==> config.mk <==
export PLATFORM = sky130hd
export DESIGN_NAME = rac_bank
export DESIGN_NICKNAME = d
export VERILOG_FILES = /design/src/rtl/rac_pkg.sv /design/src/rtl/rac_setclr.sv /design/src/rtl/rac_bank.sv
export SDC_FILE = /design/constraint.sdc
export NUM_CORES = 1
export LEC_CHECK = 0
export BUFFER_PORTS_ARGS = -buffer_cell sky130_fd_sc_hd__buf_2
export CAP_MARGIN = 20
export CORE_AREA = 3 3 60 62
export CTS_BUF_LIST = sky130_fd_sc_hd__clkbuf_8 sky130_fd_sc_hd__clkbuf_16
export DETAILED_ROUTE_END_ITERATION = 8
export DIE_AREA = 0 0 63 65
export PLACE_DENSITY = 0.67
export SYNTH_ARGS = -nofsm -noshare
export SYNTH_HDL_FRONTEND = slang
export SYNTH_SLANG_ARGS = --single-unit
==> constraint.sdc <==
create_clock -name i_clk -period 2.7 [get_ports i_clk]
set_clock_uncertainty 0.2 [all_clocks]
set_input_delay 0.135 -clock i_clk [delete_from_list [all_inputs] [get_ports i_clk]]
set_output_delay 0.135 -clock i_clk [all_outputs]
set_load 0.02 [all_outputs]
==> src/rtl/rac_pkg.sv <==
// register access conventions bank: shared constants
package rac_pkg;
   // ********************************************************
   // widths
   // ********************************************************
   localparam int DATA_W = 8;
   localparam int ADDR_W = 3;
   // ********************************************************
   // register index map
   // ********************************************************
   localparam logic [2:0] CTRL_ADDR = 3'h0;
   localparam logic [2:0] STATUS_ADDR = 3'h1;
   localparam logic [2:0] CMD_ADDR = 3'h2;
   localparam logic [2:0] DBGCTRL_ADDR = 3'h3;
   localparam logic [2:0] OUT_SET_ADDR = 3'h4;
   localparam logic [2:0] CLEAR_ALIAS_REGISTER_ADDR = 3'h5;
   // ********************************************************
   // field positions and implemented-bit masks
   // ********************************************************
   localparam int CTRL_ENABLE_BIT = 0;
   localparam int CTRL_MODE_LSB = 2;
   localparam int CTRL_MODE_MSB = 3;
   localparam logic [7:0] CTRL_MASK = 8'h0d;
   localparam int STATUS_BUSY_BIT = 0;
   localparam int STATUS_LEVEL_LSB = 1;
   localparam int STATUS_LEVEL_MSB = 2;
   localparam logic [7:0] STATUS_MASK = 8'h07;
   localparam int CMD_SWRST_BIT = 0;
   localparam int CMD_STROBE_BIT = 1;
   localparam int DBG_RUN_BIT = 0;
   localparam logic [7:0] DBG_MASK = 8'h01;
   // ********************************************************
   // encodings
   // ********************************************************
   localparam logic [1:0] LEVEL_RESERVED = 2'h3;
   localparam logic [1:0] LEVEL_MAX = 2'h2;
   // ********************************************************
   // reset values
   // ********************************************************
   localparam logic [7:0] CTRL_RST = 8'h00;
   localparam logic [7:0] STATUS_RST = 8'h00;
   localparam logic [7:0] DBG_RST = 8'h00;
   localparam logic [7:0] OUT_RST = 8'h00;
   localparam logic [7:0] RDATA_RST = 8'h00;
endpackage

==> src/rtl/rac_setclr.sv <==
// one set/clear aliased register with clear priority
`timescale 1ns/1ps
module rac_setclr #(
   parameter int WIDTH = 8,
   parameter logic [WIDTH-1:0] RST_VAL = '0
) (
   // clock, reset, enable
   input wire logic i_clk,
   input wire logic i_rst_n,
   input wire logic i_ce,
   input wire logic i_soft_rst,
   // alias write masks
   input wire logic [WIDTH-1:0] i_set_mask,
   input wire logic [WIDTH-1:0] i_clear_mask,
   // stored value
   output logic [WIDTH-1:0] o_q
);
   logic [WIDTH-1:0] q_reg;
   logic [WIDTH-1:0] q_next;

   // zero bits in both masks keep the stored bit
   // clear applied last, so it wins a double write
   assign q_next = (q_reg | i_set_mask) & ~i_clear_mask;

   always_ff @(posedge i_clk) begin
      if (!i_rst_n || (i_ce && i_soft_rst)) begin
         q_reg <= RST_VAL;
      end else if (i_ce) begin
         q_reg <= q_next;
      end
   end

   assign o_q = q_reg;
endmodule // rac_setclr

==> src/rtl/rac_bank.sv <==
// register bank applying read-only, write-only, reserved, reset and set/clear conventions
//
// Function
// - read-only bits ignore writes and still read back their value
// - write-only bits accept writes; reads give no dependable value
// - reserved bit positions always read as zero
// - a read-only field never shows a reserved encoding
// - power reset restores all reset values; peripheral soft reset restores them, except debug control, the command strobe and the read data register
// - a one in the clear alias clears that bit in both views
// - a one in the set alias sets that bit in both views
// - both aliases read the same underlying value
// - simultaneous set and clear writes: clear takes precedence
`timescale 1ns/1ps
module rac_bank (
   // clock, reset, enable
   input wire logic i_clk,
   input wire logic i_rst_n,
   input wire logic i_ce,
   // write port a (cpu)
   input wire logic i_wr_a_en,
   input wire logic [rac_pkg::ADDR_W-1:0] i_wr_a_addr,
   input wire logic [rac_pkg::DATA_W-1:0] i_wr_a_data,
   // write port b (second master)
   input wire logic i_wr_b_en,
   input wire logic [rac_pkg::ADDR_W-1:0] i_wr_b_addr,
   input wire logic [rac_pkg::DATA_W-1:0] i_wr_b_data,
   // read port
   input wire logic i_rd_en,
   input wire logic [rac_pkg::ADDR_W-1:0] i_rd_addr,
   output logic [rac_pkg::DATA_W-1:0] o_rdata,
   // hardware status from core logic
   input wire logic i_busy,
   input wire logic [1:0] i_level,
   // control outputs
   output logic o_enable,
   output logic [1:0] o_mode,
   output logic o_run_in_debug,
   output logic o_cmd_strobe,
   output logic [rac_pkg::DATA_W-1:0] o_out
);
   logic [7:0] ctrl_reg;
   logic [7:0] status_reg;
   logic [7:0] status_next;
   logic [7:0] dbg_reg;
   logic [7:0] rdata_reg;
   logic [7:0] rdata_next;
   logic strobe_reg;
   logic [7:0] out_q;
   logic wa_ctrl;
   logic wb_ctrl;
   logic wa_dbg;
   logic wb_dbg;
   logic wa_cmd;
   logic wb_cmd;
   logic soft_rst;
   logic cmd_strobe;
   logic [7:0] set_mask;
   logic [7:0] clear_mask;
   logic [1:0] level_legal;

   // ********************************************************
   // write decode
   // ********************************************************
   assign wa_ctrl = i_wr_a_en && (i_wr_a_addr == rac_pkg::CTRL_ADDR);
   assign wb_ctrl = i_wr_b_en && (i_wr_b_addr == rac_pkg::CTRL_ADDR);
   assign wa_dbg = i_wr_a_en && (i_wr_a_addr == rac_pkg::DBGCTRL_ADDR);
   assign wb_dbg = i_wr_b_en && (i_wr_b_addr == rac_pkg::DBGCTRL_ADDR);
   assign wa_cmd = i_wr_a_en && (i_wr_a_addr == rac_pkg::CMD_ADDR);
   assign wb_cmd = i_wr_b_en && (i_wr_b_addr == rac_pkg::CMD_ADDR);
   assign soft_rst = (wa_cmd && i_wr_a_data[rac_pkg::CMD_SWRST_BIT])
      || (wb_cmd && i_wr_b_data[rac_pkg::CMD_SWRST_BIT]);
   assign cmd_strobe = (wa_cmd && i_wr_a_data[rac_pkg::CMD_STROBE_BIT])
      || (wb_cmd && i_wr_b_data[rac_pkg::CMD_STROBE_BIT]);

   // ********************************************************
   // control register: r/w, reserved bits never stored
   // ********************************************************
   // port a wins when both masters hit the same plain register
   always_ff @(posedge i_clk) begin
      if (!i_rst_n) begin
         ctrl_reg <= rac_pkg::CTRL_RST;
      end else if (i_ce) begin
         if (soft_rst) begin
            ctrl_reg <= rac_pkg::CTRL_RST;
         end else if (wa_ctrl) begin
            ctrl_reg <= i_wr_a_data & rac_pkg::CTRL_MASK;
         end else if (wb_ctrl) begin
            ctrl_reg <= i_wr_b_data & rac_pkg::CTRL_MASK;
         end
      end
   end

   // ********************************************************
   // debug control: only power reset touches it
   // ********************************************************
   always_ff @(posedge i_clk) begin
      if (!i_rst_n) begin
         dbg_reg <= rac_pkg::DBG_RST;
      end else if (i_ce) begin
         // soft reset deliberately not applied here
         if (wa_dbg) begin
            dbg_reg <= i_wr_a_data & rac_pkg::DBG_MASK;
         end else if (wb_dbg) begin
            dbg_reg <= i_wr_b_data & rac_pkg::DBG_MASK;
         end
      end
   end

   // ********************************************************
   // status: read-only, fed by hardware only
   // ********************************************************
   // reserved level code saturates so software never sees it
   assign level_legal = (i_level == rac_pkg::LEVEL_RESERVED) ? rac_pkg::LEVEL_MAX : i_level;
   assign status_next = {5'h00, level_legal, i_busy};

   // no write path exists, so writes to this index vanish
   always_ff @(posedge i_clk) begin
      if (!i_rst_n) begin
         status_reg <= rac_pkg::STATUS_RST;
      end else if (i_ce) begin
         if (soft_rst) begin
            status_reg <= rac_pkg::STATUS_RST;
         end else begin
            status_reg <= status_next;
         end
      end
   end

   // ********************************************************
   // command register: write-only, one-cycle strobe
   // ********************************************************
   always_ff @(posedge i_clk) begin
      if (!i_rst_n) begin
         strobe_reg <= 1'b0;
      end else if (i_ce) begin
         strobe_reg <= cmd_strobe;
      end
   end

   // ********************************************************
   // set/clear output pair
   // ********************************************************
   assign set_mask = ((i_wr_a_en && (i_wr_a_addr == rac_pkg::OUT_SET_ADDR)) ? i_wr_a_data : 8'h00)
      | ((i_wr_b_en && (i_wr_b_addr == rac_pkg::OUT_SET_ADDR)) ? i_wr_b_data : 8'h00);
   assign clear_mask = ((i_wr_a_en && (i_wr_a_addr == rac_pkg::CLEAR_ALIAS_REGISTER_ADDR)) ? i_wr_a_data : 8'h00)
      | ((i_wr_b_en && (i_wr_b_addr == rac_pkg::CLEAR_ALIAS_REGISTER_ADDR)) ? i_wr_b_data : 8'h00);

   rac_setclr #(
      .WIDTH(rac_pkg::DATA_W),
      .RST_VAL(rac_pkg::OUT_RST)
   ) u_out_pair (
      .i_clk(i_clk),
      .i_rst_n(i_rst_n),
      .i_ce(i_ce),
      .i_soft_rst(soft_rst),
      .i_set_mask(set_mask),
      .i_clear_mask(clear_mask),
      .o_q(out_q)
   );

   // ********************************************************
   // read mux, one cycle latency
   // ********************************************************
   // write-only command reads as zero; software must not count on it
   always_comb begin
      case (i_rd_addr)
         rac_pkg::CTRL_ADDR: rdata_next = ctrl_reg & rac_pkg::CTRL_MASK;
         rac_pkg::STATUS_ADDR: rdata_next = status_reg & rac_pkg::STATUS_MASK;
         rac_pkg::CMD_ADDR: rdata_next = 8'h00;
         rac_pkg::DBGCTRL_ADDR: rdata_next = dbg_reg & rac_pkg::DBG_MASK;
         rac_pkg::OUT_SET_ADDR: rdata_next = out_q;
         rac_pkg::CLEAR_ALIAS_REGISTER_ADDR: rdata_next = out_q;
         default: rdata_next = 8'h00;
      endcase
   end

   always_ff @(posedge i_clk) begin
      if (!i_rst_n) begin
         rdata_reg <= rac_pkg::RDATA_RST;
      end else if (i_ce && i_rd_en) begin
         rdata_reg <= rdata_next;
      end
   end

   assign o_rdata = rdata_reg;
   assign o_enable = ctrl_reg[rac_pkg::CTRL_ENABLE_BIT];
   assign o_mode = ctrl_reg[rac_pkg::CTRL_MODE_MSB:rac_pkg::CTRL_MODE_LSB];
   assign o_run_in_debug = dbg_reg[rac_pkg::DBG_RUN_BIT];
   assign o_cmd_strobe = strobe_reg;
   assign o_out = out_q;
endmodule // rac_bank

After elaboration in Yosys (flattened, before gate mapping)
Cells that the tools add are included.
{ "totals": {"reg_bits": 25, "output_inout_bits": 21} }
{ "op_classes": {"n_eq_ne": 13, "n_mux": 12, "bitwise_logic": 5, "n_reduce_logical": 28} }
{ "op_table": {"columns": ["op", "count"], "rows": [
  ["2-to-1 mux 8 bit", 4],
  ["case mux 8 bit (4 select lines)", 1],
  ["OR 8 bit", 3],
  ["== test 3 bit, second input constant", 6],
  ["logical AND 1 bit", 16],
  ["== test 3 x 2 -> 1 bit, second input constant", 5],
  ["2-to-1 mux 4 bit", 3],
  ["zero test 3 bit", 3],
  ["bitwise AND 8 bit", 1],
  ["NOT 8 bit", 1],
  ["AND reduction 2 bit", 2],
  ["== test 3 x 1 -> 1 bit, second input constant", 1],
  ["logical OR 1 bit", 3],
  ["2-to-1 mux 3 bit", 1],
  ["nonzero test 3 bit", 1],
  ["== test 2 bit, second input constant", 1],
  ["2-to-1 mux 1 bit", 2],
  ["2-to-1 mux 2 bit", 1],
  ["nonzero test 2 bit", 1],
  ["OR reduction 2 bit", 1],
  ["zero test 1 bit", 1]
]} }

Depth between registers and ports, before layout
{ "logic_depth": {"depth_word": 6, "ltp_mapped": 6, "ltp_nobuf": 4} }

By module
A second synthesis with hierarchy kept.
{ "hier_totals": {"hier_cells": 151, "hier_area_um2": 1418.9} }
{ "by_module_without_submodules": {"columns": ["module", "n_inst", "cells_per_inst", "area_per_inst_um2", "seq_area_each_um2"], "rows": [
  ["rac_bank", 1, 118, 1089.8, 320.3],
  ["rac_setclr", 1, 33, 329.1, 160.2]
]} }

Least setup slack after synthesis
No wires, ideal clock.
{ "synth_timing": {"path_kind": "reg2reg", "startpoint": "reg dbg_reg[0]", "endpoint": "reg rdata_reg[0], in the netlist o_rdata[0]", "setup_ns": 0.116, "t_arrival_ns": 1.022, "required_time_ns": 2.384, "setup_slack_ns": 1.363, "stages_incl_launch_ff": 5, "cell_sequence": "dfxtp_1 > mux2_2 > a22oi_1 > o21ai_0 > and3_1"} }
{ "synth_between": {"elab_chain_cells": 1} }
{ "synth_rtl": {"columns": ["element", "line_no", "rtl"], "rows": [
  ["start, declared", "rac_bank.sv:44", "logic [7:0] dbg_reg;"],
  ["start signal, assigned", "rac_bank.sv:98", "dbg_reg <= rac_pkg::DBG_RST;"],
  ["start signal, assigned", "rac_bank.sv:102", "dbg_reg <= i_wr_a_data & rac_pkg::DBG_MASK;"],
  ["start signal, assigned", "rac_bank.sv:104", "dbg_reg <= i_wr_b_data & rac_pkg::DBG_MASK;"],
  ["case mux 8 bit (4 select lines)", "rac_bank.sv:166", "case (i_rd_addr)"],
  ["end signal, assigned", "rac_bank.sv:179", "rdata_reg <= rac_pkg::RDATA_RST;"],
  ["end signal, assigned", "rac_bank.sv:181", "rdata_reg <= rdata_next;"],
  ["end, declared", "rac_bank.sv:45", "logic [7:0] rdata_reg;"]
]} }
Every way passes these cells.
A chain may end at the register's enable or synchronous reset.

Worst setup path after layout
{ "layout_timing": {"startpoint": "in i_ce", "endpoint": "reg u_out_pair.q_reg[4], in the netlist u_out_pair.o_q[4]"} }
{ "layout_between": {"elab_chain_cells": 2} }
{ "layout_rtl": {"columns": ["element", "line_no", "rtl"], "rows": [
  ["start, declared", "rac_bank.sv:18", "input wire logic i_ce,"],
  ["logical AND 1 bit", "rac_setclr.sv:26", "if (!i_rst_n || (i_ce && i_soft_rst)) begin"],
  ["logical OR 1 bit", "rac_setclr.sv:26", null],
  ["end signal, assigned", "rac_setclr.sv:29", "q_reg <= q_next;"],
  ["end, declared", "rac_setclr.sv:18", "logic [WIDTH-1:0] q_reg;"]
]} }
Several ways; a longest one is shown, not always the timed one.

==> metrics <==
die height=65 um; global route total overflow=0; via count of the first global-routing pass=1331; proportion of synthesized chip area in sequential cells=37.35%; startpoint of the lowest-slack register-to-register path=dbg_reg[0]; WL final=3727 um; post-CTS repair timing setup buffer count=0; number of antenna violations at the first check in global routing=0; GPL Wtd Cong=0.9154; Worst Max-Slew Pin Slew=0.4985 ns; slew margin rel.=66.52%; worst hold path class=in2reg; unrepaired setup endpoints after global routing=false; sinks on the clock net=24; Util after Layout=56.54%; data required time at the worst endpoint=2.68 ns; largest area contributor in the synthesized netlist=sky130_fd_sc_hd__dfxtp_1; final setup violation count=0; number of H-tree levels=1; count of unresolved DRC violations after routing=0; largest fanout on the critical path=16; Core Rows=20; crit path capture type=flip-flop; EDFF count, synth=0; synth cell count leaders=24 x sky130_fd_sc_hd__dfxtp_1, 16 x sky130_fd_sc_hd__a22oi_1, 12 x sky130_fd_sc_hd__nand2_1, 12 x sky130_fd_sc_hd__nor2_1, 9 x sky130_fd_sc_hd__a221oi_1; input/output buffers=54; synthesized instance count=143; Clock transition at path regs=0.09 ns; static power due to leakage=0.7215 nW; area fraction of the dominant cell type after synthesis=37.35%; startpoint kind of the worst setup timing path=input port; library cell with the highest instance count after synthesis=sky130_fd_sc_hd__dfxtp_1; Post-CTS Hold Fix Bufs=10; Detailed Route Iter0 Violations=124; crit path launch=i_ce; antenna diode instance count=0; clk buf depth=2; synthesized netlist net count=177; number of max-cap violations=0; global-route usage over all layers=18.67%; syn_area_per_cell=8.995 um2; vias after detailed routing=1384; Worst EP arrival=1.92 ns; cell at the root of the clock tree=sky130_fd_sc_hd__clkbuf_8; Final nets=237; Slew Viols, Final=0; number of distinct standard cells referenced by the synthesized netlist=34; Final Cycle Share=71.78%; Initial Utilization=41.79%; Hold Violations, Final=0; CTS-repair resized insts=0; post-layout min period=1.938 ns; smallest hold slack=0.006791 ns; Die Outline Area=4095 um2; first-pass iteration count of the detailed router=4; Ports=55; post-detailed-route count of antenna-violating nets=0; Async SR Flop Fraction=0%; setup_tns=0 ns; Warnings, synthesis=0; horizontal die dimension=63 um; Area growth, synth to finish=35.31%; post-detail-place hpwl=2711 um; Fmax achieved=515.9 MHz; Pwr per Cell Area=467.1 nW/um2; wire length of the first global-routing pass=6134 um; source of the worst hold timing path=i_wr_b_data[6]; worst supply voltage drop on vdd=0.2111 mV; TritonCTS clock tree=yes; synthesized flop and latch total=24; average wire length per cell after detail routing=15.15 um; kind of critical path=in2reg; fraction of final layout cells with drive strength greater than 1=32.67%; pin count of the biggest net entering global routing=19; via count normalized by instance count=5.626; Skew-Pair Late Insertion Delay=0.27 ns; cts bufs inserted=3; most area-consuming cells after synthesis=sky130_fd_sc_hd__dfxtp_1 37%, sky130_fd_sc_hd__a22oi_1 9.3%, sky130_fd_sc_hd__a221oi_1 6.1%; most instantiated flip-flop cell in the synthesis netlist=sky130_fd_sc_hd__dfxtp_1; placeable core area=3078 um2; run status=complete, no violations; Post-Synthesis Cell Area=1286 um2
==> power breakdown <==
| group | switching [mW] | internal (mW) | leakage (nW) | total, mW |
|---|---|---|---|---|
| registers | 0.00641 | 0.362 | 0.195 | 0.369 |
| logic | 0.0710 | 0.0566 | 0.491 | 0.128 |
| clock network | 0.118 | 0.198 | 0.0357 | 0.317 |
| total | 0.196 | 0.617 | 0.721 | 0.813 |
==> per-stage QoR <==
stage	power (mW)	instances	worst slack [ns]	area (um2)
4_1_cts	0.8155	246	0.8364	1740
3_5_place_dp	0.4922	232	1.084	1569
5_1_grt	0.8467	246	0.6581	1740
2_1_floorplan	0.4386	143	1.363	1286
3_3_place_gp	0.4893	232	1.104	1569
6_report	0.8130	246	0.7618	1740
==> layout make-up <==
cell class	instances	area, um2
fill	287	1338
clock buffer	3	41.29
multi-input combinational	107	749.5
tap	44	55.05
clock inverter	1	30.03
timing repair buffer	64	370.4
inverter	3	13.76
sequential	24	480.5
==> critical path: stages <==
cell and delay, ns:
sky130_fd_sc_hd__dlygate4sd3_1 0.52, sky130_fd_sc_hd__buf_2 0.21, sky130_fd_sc_hd__inv_4 0.13, sky130_fd_sc_hd__nor4_4 0.53, sky130_fd_sc_hd__a221oi_1 0.14, sky130_fd_sc_hd__nor3_1 0.25
==> path summary, 6_finish.rpt <==
| path | endpoint | cells after the start | slack (ns) |
|---|---|---|---|
| worst max-delay path | u_out_pair.o_q[4] | 6 | 0.76 |
| worst min-delay path | u_out_pair.o_q[6] | 4 | 0.007 |
| worst min register to register | status_reg[0] | 2 | 0.29 |
| worst max register to register | o_rdata[0] | 4 | 1.37 |
==> metal layers <==
layer / share of wire, % / GRT usage, % / vias to the layer above
met5: 0 / 0 / -
met4: 2.2 / 10.47 / 0
met3: 5.4 / 2.773 / 10
met2: 50 / 31.23 / 66
met1: 43 / 22.86 / 638
li1: - / - / 670
==> cells by family (layout without fill, tap and decap cells) <==
family	after synthesis	after routing	synth area share, %
DFF	24	24	37.35
and+or+nand+nor	58	58	28.11
buffers and inverters	12	71	4.377
muxes	5	5	3.988
AOI/OAI and AO/OA	44	44	26.17
==> cells in the final DEF, fill, tap and decap left out, types with 2 or more instances in the layout <==
cell                            synthesis  layout
sky130_fd_sc_hd__nor2b_1                7       7
sky130_fd_sc_hd__clkbuf_8               0       3
sky130_fd_sc_hd__and4b_1                2       2
sky130_fd_sc_hd__nor3_1                 8       8
sky130_fd_sc_hd__o21ai_0                5       5
sky130_fd_sc_hd__inv_1                  2       2
sky130_fd_sc_hd__nand4b_1               4       4
sky130_fd_sc_hd__nand2_1               12      12
sky130_fd_sc_hd__a22oi_1               16      16
sky130_fd_sc_hd__nor3b_1                2       2
sky130_fd_sc_hd__nand3_1                2       2
sky130_fd_sc_hd__dlygate4sd3_1          0      10
sky130_fd_sc_hd__a221oi_1               9       9
sky130_fd_sc_hd__nor2_1                12      12
sky130_fd_sc_hd__nand2b_1               3       3
sky130_fd_sc_hd__o22ai_1                4       4
sky130_fd_sc_hd__dfxtp_1               24      24
sky130_fd_sc_hd__a21oi_1                3       3
sky130_fd_sc_hd__a21boi_0               2       2
sky130_fd_sc_hd__a31oi_1                2       2
sky130_fd_sc_hd__mux2i_1                4       4
sky130_fd_sc_hd__buf_2                  1      54
Power figures use the tool's default switching activity.
